### src/pkg/sdcap_pkg.sv
// Constants and types for the SDRAM column-access and concurrent auto precharge slice
//==============================================================================
// Operation
// [RULE1] Write burst mode bit set to one in mode register selects burst read/single write.
// [RULE2] In that mode every WRITE is a burst of one, whatever length is programmed.
// [RULE3] READ follows programmed burst length and sequence in both write burst modes.
// [RULE4] READ or WRITE to another bank is accepted during an auto precharge access.
// [RULE5] READ to another bank cuts an auto precharge READ one CAS latency later.
// [RULE6] That interrupted bank starts precharge when the interrupting READ is registered.
// [RULE7] WRITE to another bank ends auto precharge READ at once; precharge starts then.
// [RULE8] Controller raises data mask two clocks before such a WRITE to avoid contention.
// [RULE9] READ ends an auto precharge WRITE when registered; data out one CAS latency later.
// [RULE10] Then write recovery starts at the READ; precharge follows once recovery elapses.
// [RULE11] Last element written is the one a clock before the READ; later input dropped.
// [RULE12] WRITE interrupting auto precharge WRITE starts write recovery; precharge after it.
// [RULE13] Last element kept is the one registered a clock before the interrupting WRITE.
// [RULE14] Auto precharge closes the accessed row once its burst completes.
// [RULE15] Each bank keeps pending auto precharge state and a write recovery counter.
package sdcap_pkg;
   //==========================================================================
   // Command codes on {ras_n, cas_n, we_n}
   localparam logic [2:0] CMD_LMR = 3'h0;
   localparam logic [2:0] CMD_PRE = 3'h2;
   localparam logic [2:0] CMD_ACT = 3'h3;
   localparam logic [2:0] CMD_WR  = 3'h4;
   localparam logic [2:0] CMD_RD  = 3'h5;
   localparam logic [2:0] CMD_BST = 3'h6;
   //==========================================================================
   // Mode register fields and address bit positions
   localparam int MR_BL_LSB  = 0;
   localparam int MR_SEQ_BIT = 3;
   localparam int MR_CL_LSB  = 4;
   localparam int MR_WBM_BIT = 9;
   localparam int AP_BIT     = 10;
   localparam logic [2:0] MR_BL_RST = 3'h0;
   localparam logic [2:0] MR_CL_RST = 3'h2;
   localparam logic [2:0] BL_FULL   = 3'h7;
   //==========================================================================
   // Timing, printed figures and derived cycle counts
   localparam int CLK_NS  = 50;
   localparam int TWR_NS  = 15;
   localparam int TRP_NS  = 15;
   localparam int TWR_CYC = ((TWR_NS + CLK_NS - 1) / CLK_NS) < 1 ? 1
                            : (TWR_NS + CLK_NS - 1) / CLK_NS;
   localparam int TRP_CYC = ((TRP_NS + CLK_NS - 1) / CLK_NS) < 1 ? 1
                            : (TRP_NS + CLK_NS - 1) / CLK_NS;
   //==========================================================================
   // State types
   typedef enum logic [2:0] {BK_IDLE, BK_OPEN, BK_OPEN_AP, BK_RECOVER, BK_PRECHARGE}
      sdcap_bank_state_t;
   typedef enum logic [1:0] {BURST_IDLE, BURST_RD, BURST_WR} sdcap_burst_t;
endpackage

### src/pkg/sdcap_bank_if.sv
// Per-bank control bundle between the column engine and a bank tracker
`timescale 1ns/1ns
interface sdcap_bank_if #(parameter int ROW_W = 12);
   logic             activate;
   logic             precharge;
   logic             arm_ap;
   logic             end_rd;
   logic             end_wr;
   logic [ROW_W-1:0] row_in;
   logic             is_open;
   logic             busy;
   logic [ROW_W-1:0] row;
   modport bank (input activate, precharge, arm_ap, end_rd, end_wr, row_in,
                 output is_open, busy, row);
   modport core (output activate, precharge, arm_ap, end_rd, end_wr, row_in,
                 input is_open, busy, row);
endinterface

### src/rtl/sdcap_bank.sv
// One bank: open row, pending auto precharge, write recovery and precharge timing
`timescale 1ns/1ns
module sdcap_bank (
   // Clock and reset
   input wire logic clk_sys,
   input wire logic reset_n,
   // Control from the column engine
   sdcap_bank_if.bank bk
);
   sdcap_pkg::sdcap_bank_state_t state_reg, state_next;
   logic [3:0]                   cnt_reg,   cnt_next;
   logic [$bits(bk.row)-1:0]     row_reg,   row_next;
   logic                         ap_eff;

   //==========================================================================
   // Next state; an access armed and ended in one cycle (burst of one) still precharges
   always_comb begin
      state_next = state_reg;
      cnt_next   = cnt_reg;
      row_next   = row_reg;
      ap_eff     = bk.arm_ap || (state_reg == sdcap_pkg::BK_OPEN_AP); // RULE15
      unique case (state_reg)
         sdcap_pkg::BK_IDLE: begin
            if (bk.activate) begin
               state_next = sdcap_pkg::BK_OPEN;
               row_next   = bk.row_in;
            end
         end
         sdcap_pkg::BK_OPEN, sdcap_pkg::BK_OPEN_AP: begin
            if (ap_eff && bk.end_rd) begin
               state_next = sdcap_pkg::BK_PRECHARGE; // RULE6 RULE7 RULE14
               cnt_next   = 4'(sdcap_pkg::TRP_CYC - 1);
            end else if (ap_eff && bk.end_wr) begin
               state_next = sdcap_pkg::BK_RECOVER; // RULE10 RULE12 RULE14
               cnt_next   = 4'(sdcap_pkg::TWR_CYC - 1);
            end else if (bk.precharge && !ap_eff) begin
               state_next = sdcap_pkg::BK_PRECHARGE;
               cnt_next   = 4'(sdcap_pkg::TRP_CYC - 1);
            end else if (ap_eff) begin
               state_next = sdcap_pkg::BK_OPEN_AP; // RULE15
            end
         end
         sdcap_pkg::BK_RECOVER: begin
            if (cnt_reg == 4'h0) begin
               state_next = sdcap_pkg::BK_PRECHARGE; // RULE10 RULE12
               cnt_next   = 4'(sdcap_pkg::TRP_CYC - 1);
            end else begin
               cnt_next = cnt_reg - 4'h1;
            end
         end
         sdcap_pkg::BK_PRECHARGE: begin
            if (cnt_reg == 4'h0) begin
               state_next = sdcap_pkg::BK_IDLE;
            end else begin
               cnt_next = cnt_reg - 4'h1;
            end
         end
         default: state_next = sdcap_pkg::BK_IDLE;
      endcase
   end

   //==========================================================================
   // State registers
   always_ff @(posedge clk_sys or negedge reset_n) begin
      if (!reset_n) begin
         state_reg <= sdcap_pkg::BK_IDLE;
         cnt_reg   <= 4'h0;
         row_reg   <= '0;
      end else begin
         state_reg <= state_next;
         cnt_reg   <= cnt_next;
         row_reg   <= row_next;
      end
   end

   assign bk.is_open = (state_reg == sdcap_pkg::BK_OPEN) || (state_reg == sdcap_pkg::BK_OPEN_AP);
   assign bk.busy    = (state_reg != sdcap_pkg::BK_IDLE);
   assign bk.row     = row_reg;

   //==========================================================================
   // Checks
   a_ap_read_pre: assert property (@(posedge clk_sys) disable iff (!reset_n) // RULE6
      (bk.is_open && ap_eff && bk.end_rd) |=> state_reg == sdcap_pkg::BK_PRECHARGE)
      else $error("auto precharge read did not start precharge");
   a_ap_write_rec: assert property (@(posedge clk_sys) disable iff (!reset_n) // RULE10
      (bk.is_open && ap_eff && bk.end_wr) |=>
         (state_reg == sdcap_pkg::BK_RECOVER && cnt_reg == 4'(sdcap_pkg::TWR_CYC - 1))
         ##1 (cnt_reg != 4'h0 || state_reg == sdcap_pkg::BK_PRECHARGE))
      else $error("write recovery not timed before precharge");
endmodule // sdcap_bank

### src/rtl/sdcap_core.sv
// SDRAM column engine: mode register, bursts, interruption and read data path
`timescale 1ns/1ns
module sdcap_core #(
   parameter int DATA_W = 16,
   parameter int ROW_W  = 12,
   parameter int COL_W  = 8
) (
   // Clock and reset
   input  wire logic              clk_sys,
   input  wire logic              reset_n,
   // Command and address from the controller
   input  wire logic              cs_n,
   input  wire logic              ras_n,
   input  wire logic              cas_n,
   input  wire logic              we_n,
   input  wire logic [1:0]        ba,
   input  wire logic [ROW_W-1:0]  addr,
   // Data pins
   input  wire logic              dqm,
   input  wire logic [DATA_W-1:0] dq_in,
   output logic      [DATA_W-1:0] dq_out,
   output logic                   dq_oe,
   // Storage array port, read data returned in the same cycle
   output logic                   arr_re,
   output logic                   arr_we,
   output logic      [1:0]        arr_bank,
   output logic      [ROW_W-1:0]  arr_row,
   output logic      [COL_W-1:0]  arr_col,
   output logic      [DATA_W-1:0] arr_wdata,
   input  wire logic [DATA_W-1:0] arr_rdata,
   // Status
   output logic      [3:0]        bank_busy
);
   //==========================================================================
   // Burst length code to last offset; unknown codes act as one
   function automatic logic [COL_W-1:0] bl_last(input logic [2:0] code);
      unique case (code)
         3'h1:                bl_last = COL_W'(1);
         3'h2:                bl_last = COL_W'(3);
         3'h3:                bl_last = COL_W'(7);
         sdcap_pkg::BL_FULL:  bl_last = '1;
         default:             bl_last = '0;
      endcase
   endfunction

   // Column of element off within the burst block
   function automatic logic [COL_W-1:0] burst_col(input logic [COL_W-1:0] start,
      input logic [COL_W-1:0] off, input logic [COL_W-1:0] msk, input logic ilv);
      burst_col = (start & ~msk) | ((ilv ? (start ^ off) : (start + off)) & msk);
   endfunction

   //==========================================================================
   // Registers
   logic [2:0]          mr_bl_reg,    mr_bl_next;
   logic                mr_seq_reg,   mr_seq_next;
   logic [2:0]          mr_cl_reg,    mr_cl_next;
   logic                wbm_reg,      wbm_next;
   sdcap_pkg::sdcap_burst_t bkind_reg, bkind_next;
   logic [1:0]          bbank_reg,    bbank_next;
   logic [COL_W-1:0]    bstart_reg,   bstart_next;
   logic [COL_W-1:0]    boff_reg,     boff_next;
   logic [COL_W-1:0]    blast_reg,    blast_next;
   logic                are_reg,      are_next;
   logic                awe_reg,      awe_next;
   logic [1:0]          abank_reg,    abank_next;
   logic [ROW_W-1:0]    arow_reg,     arow_next;
   logic [COL_W-1:0]    acol_reg,     acol_next;
   logic [DATA_W-1:0]   awdata_reg,   awdata_next;
   logic                p1_vld_reg,   p1_vld_next;
   logic [DATA_W-1:0]   p1_data_reg,  p1_data_next;
   logic                dqm_d1_reg;
   logic [DATA_W-1:0]   dq_out_reg,   dq_out_next;
   logic                dq_oe_reg,    dq_oe_next;
   logic [3:0]          busy_reg;

   // Decode and per-bank wiring
   logic [2:0]          cmd;
   logic                acc_rd, acc_wr, cmd_bst, cmd_lmr, cmd_act, cmd_pre;
   logic [3:0]          open_vec, busy_vec, act_vec, pre_vec, arm_vec, endr_vec, endw_vec;
   logic [ROW_W-1:0]    row_vec [4];
   logic                do_elem;
   logic [1:0]          el_bank;
   logic [COL_W-1:0]    el_col;

   assign cmd     = {ras_n, cas_n, we_n};
   // Accesses to another bank during auto precharge are taken like any other
   assign acc_rd  = !cs_n && cmd == sdcap_pkg::CMD_RD && open_vec[ba]; // RULE4
   assign acc_wr  = !cs_n && cmd == sdcap_pkg::CMD_WR && open_vec[ba]; // RULE4
   assign cmd_bst = !cs_n && cmd == sdcap_pkg::CMD_BST;
   assign cmd_lmr = !cs_n && cmd == sdcap_pkg::CMD_LMR && bkind_reg == sdcap_pkg::BURST_IDLE;
   assign cmd_act = !cs_n && cmd == sdcap_pkg::CMD_ACT;
   assign cmd_pre = !cs_n && cmd == sdcap_pkg::CMD_PRE;

   //==========================================================================
   // Bank trackers
   genvar g;
   generate
      for (g = 0; g < 4; g++) begin : g_bank
         sdcap_bank_if #(.ROW_W(ROW_W)) bk_if ();
         assign bk_if.activate  = act_vec[g];
         assign bk_if.precharge = pre_vec[g];
         assign bk_if.arm_ap    = arm_vec[g];
         assign bk_if.end_rd    = endr_vec[g];
         assign bk_if.end_wr    = endw_vec[g];
         assign bk_if.row_in    = addr;
         assign open_vec[g]     = bk_if.is_open;
         assign busy_vec[g]     = bk_if.busy;
         assign row_vec[g]      = bk_if.row;
         sdcap_bank u_bank (
            .clk_sys (clk_sys),
            .reset_n (reset_n),
            .bk      (bk_if.bank)
         );
      end
   endgenerate

   //==========================================================================
   // Mode register; the write burst mode bit picks single writes
   always_comb begin
      mr_bl_next  = mr_bl_reg;
      mr_seq_next = mr_seq_reg;
      mr_cl_next  = mr_cl_reg;
      wbm_next    = wbm_reg;
      if (cmd_lmr) begin
         mr_bl_next  = addr[sdcap_pkg::MR_BL_LSB +: 3];
         mr_seq_next = addr[sdcap_pkg::MR_SEQ_BIT];
         mr_cl_next  = addr[sdcap_pkg::MR_CL_LSB +: 3];
         wbm_next    = addr[sdcap_pkg::MR_WBM_BIT]; // RULE1
      end
   end

   //==========================================================================
   // Burst engine: a new access ends whatever burst is running, on any bank
   always_comb begin
      bkind_next  = bkind_reg;
      bbank_next  = bbank_reg;
      bstart_next = bstart_reg;
      boff_next   = boff_reg;
      blast_next  = blast_reg;
      act_vec     = 4'h0;
      pre_vec     = 4'h0;
      arm_vec     = 4'h0;
      endr_vec    = 4'h0;
      endw_vec    = 4'h0;
      do_elem     = 1'b0;
      el_bank     = bbank_reg;
      el_col      = burst_col(bstart_reg, boff_reg, blast_reg, mr_seq_reg);
      if (cmd_act) begin
         act_vec[ba] = 1'b1;
      end
      if (cmd_pre) begin
         pre_vec = addr[sdcap_pkg::AP_BIT] ? 4'hF : 4'h0;
         pre_vec[ba] = 1'b1;
      end
      if (acc_rd || acc_wr || cmd_bst) begin
         // Interruption: old bank sees its burst end at this registration
         endr_vec[bbank_reg] = (bkind_reg == sdcap_pkg::BURST_RD); // RULE6 RULE7
         endw_vec[bbank_reg] = (bkind_reg == sdcap_pkg::BURST_WR); // RULE10 RULE12
         bkind_next = sdcap_pkg::BURST_IDLE;
      end
      if (acc_rd || acc_wr) begin
         arm_vec[ba] = addr[sdcap_pkg::AP_BIT];
         bbank_next  = ba;
         bstart_next = addr[COL_W-1:0];
         // Reads always follow the programmed length; writes too unless single
         blast_next  = (acc_wr && wbm_reg) ? '0 : bl_last(mr_bl_reg); // RULE2 RULE3
         boff_next   = COL_W'(1);
         do_elem     = 1'b1;
         el_bank     = ba;
         el_col      = addr[COL_W-1:0];
         if (blast_next == '0) begin
            endr_vec[ba] = acc_rd; // RULE14
            endw_vec[ba] = acc_wr; // RULE14
         end else begin
            bkind_next = acc_rd ? sdcap_pkg::BURST_RD : sdcap_pkg::BURST_WR;
         end
      end else if (!cmd_bst && bkind_reg != sdcap_pkg::BURST_IDLE) begin
         do_elem   = 1'b1;
         boff_next = boff_reg + COL_W'(1);
         // Full page never ends by itself; it wraps until cut
         if (boff_reg == blast_reg && mr_bl_reg != sdcap_pkg::BL_FULL) begin
            bkind_next = sdcap_pkg::BURST_IDLE;
            endr_vec[bbank_reg] = (bkind_reg == sdcap_pkg::BURST_RD); // RULE14
            endw_vec[bbank_reg] = (bkind_reg == sdcap_pkg::BURST_WR); // RULE14
         end
      end
   end

   //==========================================================================
   // Array access and read data path; a WRITE flushes read data in flight
   always_comb begin
      logic is_rd;
      is_rd       = acc_rd || (!acc_wr && bkind_reg == sdcap_pkg::BURST_RD);
      are_next    = do_elem && is_rd;
      // Only data registered up to the cycle before a READ is stored
      awe_next    = do_elem && !is_rd && !dqm; // RULE11 RULE13
      abank_next  = el_bank;
      arow_next   = row_vec[el_bank];
      acol_next   = el_col;
      awdata_next = dq_in;
      p1_vld_next  = are_reg && !acc_wr; // RULE7
      p1_data_next = arr_rdata;
      // CAS latency two skips the extra stage
      if (mr_cl_reg == 3'h2) begin
         dq_out_next = arr_rdata;
         dq_oe_next  = are_reg && !acc_wr && !dqm_d1_reg; // RULE5 RULE9
      end else begin
         dq_out_next = p1_data_reg;
         dq_oe_next  = p1_vld_reg && !acc_wr && !dqm_d1_reg; // RULE5 RULE9
      end
   end

   //==========================================================================
   // Registers
   always_ff @(posedge clk_sys or negedge reset_n) begin
      if (!reset_n) begin
         mr_bl_reg   <= sdcap_pkg::MR_BL_RST;
         mr_seq_reg  <= 1'b0;
         mr_cl_reg   <= sdcap_pkg::MR_CL_RST;
         wbm_reg     <= 1'b0;
         bkind_reg   <= sdcap_pkg::BURST_IDLE;
         bbank_reg   <= 2'h0;
         bstart_reg  <= '0;
         boff_reg    <= '0;
         blast_reg   <= '0;
         are_reg     <= 1'b0;
         awe_reg     <= 1'b0;
         abank_reg   <= 2'h0;
         arow_reg    <= '0;
         acol_reg    <= '0;
         awdata_reg  <= '0;
         p1_vld_reg  <= 1'b0;
         p1_data_reg <= '0;
         dqm_d1_reg  <= 1'b0;
         dq_out_reg  <= '0;
         dq_oe_reg   <= 1'b0;
         busy_reg    <= 4'h0;
      end else begin
         mr_bl_reg   <= mr_bl_next;
         mr_seq_reg  <= mr_seq_next;
         mr_cl_reg   <= mr_cl_next;
         wbm_reg     <= wbm_next;
         bkind_reg   <= bkind_next;
         bbank_reg   <= bbank_next;
         bstart_reg  <= bstart_next;
         boff_reg    <= boff_next;
         blast_reg   <= blast_next;
         are_reg     <= are_next;
         awe_reg     <= awe_next;
         abank_reg   <= abank_next;
         arow_reg    <= arow_next;
         acol_reg    <= acol_next;
         awdata_reg  <= awdata_next;
         p1_vld_reg  <= p1_vld_next;
         p1_data_reg <= p1_data_next;
         dqm_d1_reg  <= dqm;
         dq_out_reg  <= dq_out_next;
         dq_oe_reg   <= dq_oe_next;
         busy_reg    <= busy_vec;
      end
   end

   assign dq_out    = dq_out_reg;
   assign dq_oe     = dq_oe_reg;
   assign arr_re    = are_reg;
   assign arr_we    = awe_reg;
   assign arr_bank  = abank_reg;
   assign arr_row   = arow_reg;
   assign arr_col   = acol_reg;
   assign arr_wdata = awdata_reg;
   assign bank_busy = busy_reg;

   //==========================================================================
   // Checks
   a_wbm_load: assert property (@(posedge clk_sys) disable iff (!reset_n) // RULE1
      cmd_lmr |=> wbm_reg == $past(addr[sdcap_pkg::MR_WBM_BIT]))
      else $error("write burst mode bit not loaded");
   a_single_write: assert property (@(posedge clk_sys) disable iff (!reset_n) // RULE2
      (acc_wr && wbm_reg) |=> bkind_reg == sdcap_pkg::BURST_IDLE)
      else $error("single write mode wrote more than one element");
   a_read_len_four: assert property (@(posedge clk_sys) disable iff (!reset_n) // RULE3
      (acc_rd && mr_bl_reg == 3'h2) |=> bkind_reg == sdcap_pkg::BURST_RD && blast_reg == COL_W'(3))
      else $error("read burst length not followed");
   a_read_switch: assert property (@(posedge clk_sys) disable iff (!reset_n) // RULE5
      acc_rd |=> arr_re && arr_bank == $past(ba))
      else $error("interrupting read not issued next cycle");
   a_write_cut_rd: assert property (@(posedge clk_sys) disable iff (!reset_n) // RULE7
      acc_wr |=> !dq_oe && !arr_re)
      else $error("read data still driven after write");
   a_read_cl_two: assert property (@(posedge clk_sys) disable iff (!reset_n) // RULE9
      (acc_rd && mr_cl_reg == 3'h2 && !dqm) ##1 !acc_wr |=> dq_oe)
      else $error("read data not out at cas latency two");
   a_last_wr_elem: assert property (@(posedge clk_sys) disable iff (!reset_n) // RULE11
      acc_rd |=> !arr_we)
      else $error("write data stored after read registered");
   a_new_wr_bank: assert property (@(posedge clk_sys) disable iff (!reset_n) // RULE13
      (acc_wr && !dqm) |=> arr_we && arr_bank == $past(ba) && arr_wdata == $past(dq_in))
      else $error("interrupting write data not routed to new bank");
endmodule // sdcap_core

### config.mk
export PLATFORM = sky130hd
export DESIGN_NAME = sdcap_core
export DESIGN_NICKNAME = d
export VERILOG_FILES = /design/src/pkg/sdcap_pkg.sv /design/src/pkg/sdcap_bank_if.sv /design/src/rtl/sdcap_bank.sv /design/src/rtl/sdcap_core.sv
export SDC_FILE = /design/constraint.sdc
export NUM_CORES = 1
export LEC_CHECK = 0
export BUFFER_PORTS_ARGS = -buffer_cell sky130_fd_sc_hd__buf_2
export CAP_MARGIN = 25
export CORE_ASPECT_RATIO = 1.2
export CORE_MARGIN = 3
export CORE_UTILIZATION = 35
export CTS_BUF_LIST = sky130_fd_sc_hd__clkbuf_8
export DETAILED_ROUTE_END_ITERATION = 10
export PLACE_DENSITY = 0.51
export SETUP_SLACK_MARGIN = 0.4
export SLEW_MARGIN = 5
export SYNTH_ARGS = -nofsm -noshare
export SYNTH_HDL_FRONTEND = slang
export SYNTH_SLANG_ARGS = --single-unit
### constraint.sdc
create_clock -name clk_sys -period 2.8 [get_ports clk_sys]
set_input_delay 0.14 -clock clk_sys [delete_from_list [all_inputs] [get_ports clk_sys]]
set_output_delay 0.14 -clock clk_sys [all_outputs]
set_load 0.005 [all_outputs]
# After elaboration in Yosys (flattened, before gate mapping)
# Index checks and enable logic that the tools add are counted.
# word_totals
input_bits,53
ff_bits,189
mem_bits_ro,0
mem_count,0
latch_bits,0
ram_bits,0
# op_classes
n_shift,0
eq_ne,54
mul,0
add_sub_neg,6
n_mux,101
n_reduce_logical,92
order_cmp,5
n_div,0
n_bitwise,10
# op_table
operator,n
2-to-1 mux 4 bit,34
2-to-1 mux 3 bit,28
2-to-1 mux 8 bit,6
one-hot mux 3 bit (4 select lines),4
one-hot mux 4 bit (3 select lines),4
"equality test 3 x 2 -> 1 bit, second input constant",13
logical AND 1 bit,34
one-hot mux 8 bit (4 select lines),1
binary-select mux 12 bit (select 2 bit),1
"equality test 3 bit, second input constant",8
2-to-1 mux 12 bit,2
nonzero test 3 bit,8
"!= test 5 x 1 -> 1 bit, second input constant",4
AND 8 bit,2
bitwise mux 4 bit,4
zero test 4 bit,4
2-to-1 mux 16 bit,1
"!= test 2 x 1 -> 1 bit, second input constant",8
"!= test 2 bit, second input constant",8
"!= test 4 x 1 -> 1 bit, second input constant",4
AND reduction 4 bit,4
"subtractor 4 x 1 -> 4 bit, second input constant",4
"equality test 3 x 1 -> 1 bit, second input constant",5
zero test 3 bit,5
27 further kinds,72

# Depth between registers and ports, before layout
# Gate-level depths: netlist (run 1).
# depth
ltp_word,16
ltp_mapped,12
ltp_nobuf,11

# Cells and area by module
# A second synthesis (run 1) with hierarchy kept.
# unflattened
cells_unflattened,768
area_unflattened_um2,9156.3
# by_module_without_submodules
module,area_per_inst_um2,instances,cells_each
sdcap_core,4972.3,1,412
sdcap_bank,1046.0,4,89

# Worst setup path after synthesis (run 1)
# OpenSTA, ideal clock, no wires.
# synth_path
kind,register -> register
start,register blast_reg[6]
end,register g_bank[3].u_bank.cnt_reg[1]
path_stages_with_launch,9
slack_ns,0.210
arrival_time_ns,2.464
required_time_ns,2.675
setup_ns,0.125
path_cell_list,dfrtp_1 or4_1 o22a_1 nand4b_1 and3_4 and4bb_1 a2111oi_4 o31ai_2 mux2_4
# synth_via
elab_chain_len,9
# synth_lines
element,line,text
from (decl),sdcap_core.sv:62,"logic [COL_W-1:0] blast_reg, blast_next;"
from (signal assigned),sdcap_core.sv:247,blast_reg <= blast_next;
equality test 8 bit (*),sdcap_core.sv:181,if (boff_reg == blast_reg && mr_bl_reg != sdcap_pkg::BL_FULL) begin
logical AND 1 bit (*),sdcap_core.sv:181,
2-to-1 mux 4 bit,sdcap_core.sv:181,
2-to-1 mux 4 bit,sdcap_core.sv:177,end else if (!cmd_bst && bkind_reg != sdcap_pkg::BURST_IDLE) begin
2-to-1 mux 4 bit,sdcap_core.sv:161,if (acc_rd || acc_wr) begin
logical AND 1 bit,sdcap_bank.sv:33,end else if (ap_eff && bk.end_wr) begin
2-to-1 mux 4 bit,sdcap_bank.sv:33,
2-to-1 mux 4 bit,sdcap_bank.sv:30,if (ap_eff && bk.end_rd) begin
one-hot mux 4 bit (3 select lines),sdcap_bank.sv:22,unique case (state_reg)
to (signal assigned),sdcap_bank.sv:71,cnt_reg <= cnt_next;
to (decl),sdcap_bank.sv:11,"logic [3:0] cnt_reg, cnt_next;"
# Every way passes the cells marked *; elsewhere a longest branch is shown, timed or not.
# A chain may end at the register's enable or synchronous reset.

# Worst setup path after layout (run 1)
# Ends and elaborated chain as after synthesis.

==> results of run 1 <==
[repair_timing]
action	CTS	global route
endpoints found under the setup margin	36	43
buffers inserted	9	10
cloned	1	3
pin swaps	19	29
resized for setup	37	67
hold buffers	45	0
endpoints found under the hold margin	166	0
[final timing paths]
kind | to | slack, ns | start
min reg2reg | dq_oe$_DFF_PN0_ | 0.42 | dqm_d1_reg$_DFF_PN0_
min in group asynchronous | dq_out[10]$_DFF_PN0_ | 0.22 | reset_n
max in group asynchronous | mr_cl_reg[1]$_DFFE_PN1P_ | 1.79 | reset_n
min | bkind_reg[1]$_DFF_PN0_ | 0.13 | we_n
max | g_bank[3].u_bank.cnt_reg[1]$_DFFE_PN0P_ | 0.15 | blast_reg[6]$_DFFE_PN0N_
max reg2reg | g_bank[3].u_bank.cnt_reg[1]$_DFFE_PN0P_ | 0.15 | blast_reg[6]$_DFFE_PN0N_
[final cells by class]
class / instances / area (µm²) / area share (%)
clock buffers: 17 / 234.0 / 2.035
clock inverters: 15 / 217.7 / 1.894
inverters: 28 / 110.1 / 0.9579
multi-input cells: 548 / 4161 / 36.20
flip-flops and latches: 185 / 4632 / 40.30
well taps: 320 / 400.4 / 3.483
repair buffers: 235 / 1732 / 15.06
repair inverters: 1 / 7.507 / 0.06531
[metrics by stage]
stage               power, µW  cell area, µm²
finish                  10070           11490
global placement         7425            9920
global route            10820           11490
detailed placement       7438            9920
CTS                      9688           11060
floorplan                6143            8620
[critical path: stages (launching register included)]
cell and delay (ns):
dfrtp_1 0.39, or4_1 0.51, o22a_1 0.20, nand4b_1 0.22, and3_4 0.26, and4bb_2 0.35
a2111oi_4 0.05, o31ai_2 0.26, mux2_4 0.32
[layer usage]
layer	part of all wire, %	up-vias
met5	0	-
met4	1.3	0
met3	2.9	20
met2	51	115
met1	45	3317
li1	-	3269
[cell usage after synthesis (all sizes together) (11+ instances only)]
master  number
dfrtp      184
nand2      115
mux2        75
nor2        40
o21ai       39
a21oi       29
inv         28
a31oi       25
clkbuf      25
nand3       22
ha          16
nand2b      14
and3        13
nor3        11
o31ai       11
xor2        11
[power breakdown]
part           leakage, µW  internal, µW  switching [µW]
sequential         0.00233          3420             524
clock             0.000215           790            1160
combinational      0.00273          2010            2170
total              0.00528          6220            3850
[cells by family after synthesis]
kind of cell             Yosys count  synth area share [%]
AND/OR/NAND/NOR                  268                 15.31
buffers and inverters             61                 2.820
adder cells (fa/ha/maj)           20                 2.921
AO/OA/AOI/OAI                    160                 12.76
XOR/XNOR                          17                 1.730
multiplexers                      82                 10.67
flip-flops                       185                 53.79
==> results.md, run 1 <==
- Run status: completed
- Fin crit period: about 2.7 ns
- CTS H-tree lvls: 4
- Final Cycle Share: ~95%
- PortBufs: 113
- RSZ-0062 raised after global routing: yes
- LEAKAGE: 0.005281 µW
- Max_cap viols: 0
- WP data required: around 3.2 ns
- Most common cell after layout, fill and taps aside: dfrtp_1
- Asr flop ratio synth: 100.0%
- Initial antenna violation count: 0
- Clk_lat worst skew: about 0.48 ns
- WHS: 0.1331 ns
- CTS buffer count: 17
- Rows: 62
- Max reg flops: 48
- Largest net degree at the start of global routing: 69
- Ys Warns: 0
- CTS Sinks: around 190
- Hold path cells: 3
- WL final: 21.55 mm
- Most frequent cells in the layout: dfrtp_1, buf_2, nand2_1
- Distinct cell type count of the synthesized netlist: between 70 and 80
- Antenna diodes: 0
- Yosys top cell by area: dfrtp_1
- Utilization after layout: approximately 48%
- Total Routing Usage GR: about 16%
- Placed Cells incl. Taps: 1,249
- Filler cell count: roughly 2,200
- CTS tree: done
- Finished Layout Cells: 1,349
- Register bit count reported by yosys: 185
- Global Route met2 Usage: 27.93%
- Least-Margin Pin Slew: just over 0.7 ns
- Met1 Use GR: 20.90%
- Slew HR: approximately 52%
- Syn_nets: 863
- Layout cells sized above 1: 37.22%
- Setup Crit Path Kind: flop to flop
- Fin nets: approximately 1,100
- Largest cells by area after synthesis: dfrtp_1, mux2_2, nand2_1
- Met3 Usage GRT: 2.886%
- Placer congestion estimate: ~0.81
- Drc violations: 0
- Critical path capture point type: flop
- Post-route setup slack: approximately 0.15 ns
- Post-synthesis cell count: slightly below 800
- Max Slew Vio Count: 0
- Path depth of the worst reg2reg path: 8
- Worst Skew: roughly 0.024 ns
- Core Area: ~24,000 µm²
- First-pass GRT wire length: roughly 35 mm
- Worst VDD drop: 0.3874 mV
- Root buffer cell: clkbuf_8
- Post-DR vias/cell: roughly 5.0
- WL/cell: 15.97 µm
- Die Y: around 180 µm
- Final ANT Viol Nets: 0
- Hpwl dp: 14.33 mm
- Full die area: 26,520 µm²
- Detailed Routing Iterations Pass 1: 5
- Achievable Freq: roughly 380 MHz
- Avg Cell Area, Syn: ~11 µm²
- CP max FO: 4
- Initial DRC count: approximately 340
- Vias in the first global route: ~6,800
- Initial Util: a little over a third
- Pre-CTS setup slack: 0.06478 ns
- Most Crowded Layer GR: met2
- Worst setup SP type: flop
- Post-Syn Area: between 8000 and 9000 µm²
- GR Overflow Total: 0
- Final hold vios: 0
- CP arrival: ~3.0 ns
- Pwr dens: just under 900 nW/µm²
- Area growth from synthesis to layout: 33.53%
- Register area share after synthesis: 53.79%
- Setup TNS: 0 ns
- Synth Flop Type: dfrtp_1
- Die width: roughly 150 µm
- I/O Pins: approximately 110
- Clock slew at reported path FFs: ~0.11 ns
- Vias: ~6,700
- Post-synth EDFFs: 0
- Worst Hold Class: primary input to flop
- Clock Tree Buf Depth: 2
- Top-area cell type share of the netlist area: a little over half
- Final setup violation count: 0
Note: power is estimated with default switching activity, not from simulation.
==> run 2, diff against run 1 <==
--- a/config.mk
+++ b/config.mk
@@ -13,7 +13,7 @@
 export CTS_BUF_LIST = sky130_fd_sc_hd__clkbuf_8
 export DETAILED_ROUTE_END_ITERATION = 10
 export PLACE_DENSITY = 0.51
-export SETUP_SLACK_MARGIN = 0.4
+export SETUP_SLACK_MARGIN = 0.3
 export SLEW_MARGIN = 5
 export SYNTH_ARGS = -nofsm -noshare
 export SYNTH_HDL_FRONTEND = slang
==> run 2 against run 1 <==
  * Core utilization fell by 1.7 points
  * Clock-buffer cell count unchanged
  * Critical path depth unchanged
  * Sequential share of layout area rose by 1.5 points
  * Setup slack gained 0.0051 ns
  * Routed wire length is 1.6% lower
  * Worst hold slack got worse by 0.030 ns
  * Global-route usage barely moved
  * Clock skew grew 0.0038 ns
  * Fmax rose by 0.19%
  * Non-clock buffer count is 10 lower
  * Combinational power down 12%
  * Largest cell class unchanged
==> results.md, run 2 (same netlist as run 1, synthesis figures left out) <==
- Finished Layout Cells: 1,337 (-0.89%)
- Clk_lat worst skew: 0.49 ns (about the same)
- Final ANT Viol Nets: 0 (unchanged)
- CP max FO: 4 (unchanged)
- WP data required: 3.15 ns (about the same)
- Pre-CTS setup slack: 0.06331 ns (-0.001466 ns)
- Placed Cells incl. Taps: 1,248 (-0.080%)
- Worst setup SP type: flop
- Run status: completed
- Hpwl dp: 14.50 mm (+1.2%)
- Final hold vios: 0 (unchanged)
- Hold path cells: 3 (unchanged)
- Full die area: 26,520 µm² (unchanged)
- WHS: 0.1030 ns (-0.03010 ns)
- Fin crit period: 2.649 ns (-0.005146 ns)
- Sequential Power Share: 41.2% (+2.1 points)
- Die Y: 177.8 µm (unchanged)
- Core Area: 24,050 µm² (unchanged)
- Drc violations: 0 (unchanged)
- Layout cells sized above 1: 32.94% (-4.3 points)
- Initial antenna violation count: 0 (unchanged)
- Worst Skew: 0.02767 ns (+0.003787 ns)
- CTS Sinks: 185 (unchanged)
- RSZ-0062 raised after global routing: yes
- GR Overflow Total: 0 (unchanged)
- Sw frac: 38.65% (+0.41 points)
- Vias in the first global route: 6,737 (-0.37%)
- Least-Margin Pin Slew: 0.7091 ns (-0.005378 ns)
- Initial DRC count: 375 (+11%)
- Most frequent cells in the layout: dfrtp_1, nand2_1, buf_2
- Achievable Freq: 377.5 MHz (+0.19%)
- Root buffer cell: clkbuf_8
- Post-route setup slack: 0.1507 ns (+0.005146 ns)
- Max Slew Vio Count: 0 (unchanged)
- LEAKAGE: 0.005158 µW (-2.3%)
- Register area: 4633 µm² (about the same)
- Final Cycle Share: 94.62% (-0.18 points)
- Slew HR: 52.50% (+0.64 points)
- CP arrival: 3.00 ns (-0.02 ns)
- Detailed Routing Iterations Pass 1: 5 (unchanged)
- Fin nets: 1,074 (-1.1%)
- Area growth from synthesis to layout: 28.69%
- Antenna diodes: 0 (unchanged)
- Worst Hold Class: primary input to flop
- Post-DR vias/cell: 5.027 (+0.90%)
- CTS H-tree lvls: 4 (unchanged)
- Placer congestion estimate: 0.8043 (-0.72%)
- PortBufs: 113 (unchanged)
- Clock share of power: 20.1% (+0.7 points)
- Total Routing Usage GR: 16.29% (+0.039 points)
- Clock slew at reported path FFs: 0.11 ns (about the same)
- Internal: 5857 µW (-5.9%)
- Die width: 149.2 µm (unchanged)
- Final setup violation count: 0 (unchanged)
- Most common cell after layout, fill and taps aside: dfrtp_1
- Max reg flops: 48 (unchanged)
- CTS buffer count: 17 (unchanged)
- First-pass GRT wire length: 34.51 mm (about the same)
- Gate power share: 38.7% (-2.8 points)
- I/O Pins: 114 (unchanged)
- Utilization after layout: 46.07% (-1.7 points)
- Rows: 62 (unchanged)
- Pwr dens: 861.8 nW/µm² (-1.7%)
- Path depth of the worst reg2reg path: 8 (unchanged)
- Setup TNS: 0 ns (unchanged)
- WL/cell: 15.85 µm (-0.76%)
- Setup Crit Path Kind: flop to flop
- Filler cell count: 2,304 (+3.0%)
- Worst VDD drop: 0.3546 mV (-8.5%)
- Clock Tree Buf Depth: 2 (unchanged)
- Max_cap viols: 0 (unchanged)
- Critical path capture point type: flop
- Vias: 6,721 (unchanged)
- P_sw: 3690 µW (-4.2%)
- Footprint of the multi-input gates: 3933 µm² (-5.5%)
- Initial Util: 35.80% (unchanged)
- Largest net degree at the start of global routing: 76 (+10%)
- WL final: 21.20 mm (-1.6%)
- CTS tree: done
==> run 2: changes by cell type in the layout (fill, tap and decap cells not counted), moves of 3 or more <==
cell | previous run | this run
buf_12 | 4 | 1
o21ai_2 | 6 | 2
o21ai_1 | 1 | 5
clkinvlp_4 | 3 | 0
nand2_1 | 103 | 115
clkinv_4 | 0 | 3
buf_6 | 15 | 5
nand2_2 | 11 | 0
and3_1 | 3 | 12
a31oi_1 | 20 | 24
buf_4 | 55 | 61
and3_4 | 10 | 1
a31oi_4 | 4 | 0
==> run 2: layout make-up <==
type | instances | area share (%)
Clock buffer | 17 | 2.112
Clock inverter | 15 | 1.864
Inverter | 28 | 1.016
Multi-Input combinational cell | 547 | 35.50
Sequential cell | 185 | 41.82
Tap cell | 320 | 3.614
Timing Repair Buffer | 225 | 14.07
==> run 2: final timing paths <==
| check | start | endpoint | slack (ns) |
|---|---|---|---|
| max | blast_reg[6]$_DFFE_PN0N_ | g_bank[3].u_bank.cnt_reg[1]$_DFFE_PN0P_ | 0.15 |
| min reg2reg | dqm_d1_reg$_DFF_PN0_ | dq_oe$_DFF_PN0_ | 0.40 |
| min in group asynchronous | reset_n | dq_out[14]$_DFF_PN0_ | 0.25 |
| min | we_n | arr_re$_DFF_PN0_ | 0.10 |
| max reg2reg | blast_reg[6]$_DFFE_PN0N_ | g_bank[3].u_bank.cnt_reg[1]$_DFFE_PN0P_ | 0.15 |
| max in group asynchronous | reset_n | g_bank[0].u_bank.bk.row[11]$_DFFE_PN0P_ | 1.75 |
==> run 2: timing repair <==
item	in CTS	in global routing
buffers inserted	8	4
endpoints found under the setup margin	32	33
gates resized for setup	18	30
hold buffers	45	0
pin swaps	9	9
hold endpoints to repair	182	0
==> run 2: power by group through the flow <==
stage | registers [µW] | logic, µW | clock network, µW
2_1_floorplan | 3870 | 2270 | 0
3_3_place_gp | 3970 | 3410 | 0
3_5_place_dp | 3980 | 3410 | 0
4_1_cts | 3930 | 3590 | 2000
5_1_grt | 4030 | 4150 | 2100
6_report | 3930 | 3690 | 1920
==> run 2: per-stage QoR <==
stage | total power, µW | cell area [µm²]
after floorplan | 6136 | 8616
after global placement | 7378 | 9883
after detailed placement | 7390 | 9883
after CTS | 9518 | 10910
after global routing | 10270 | 11080
final | 9547 | 11080
==> run 2: worst max-delay path, cell delays in order, from the launching register on <==
cell and delay, ns:
dfrtp_1 0.40, or4_4 0.53, o22a_1 0.20, nand4b_1 0.24, and3_4 0.26, and4bb_2 0.34
a2111oi_4 0.05, o31ai_4 0.21, mux2_4 0.32
==> run 2: routing by layer <==
layer / vias to the layer above / track usage [%] / wire [µm]
met5: - / 0 / 0
met1: 3301 / 21.21 / 9839
met4: 0 / 5.303 / 369
li1: 3253 / - / -
met3: 26 / 2.503 / 656
met2: 141 / 27.82 / 10330
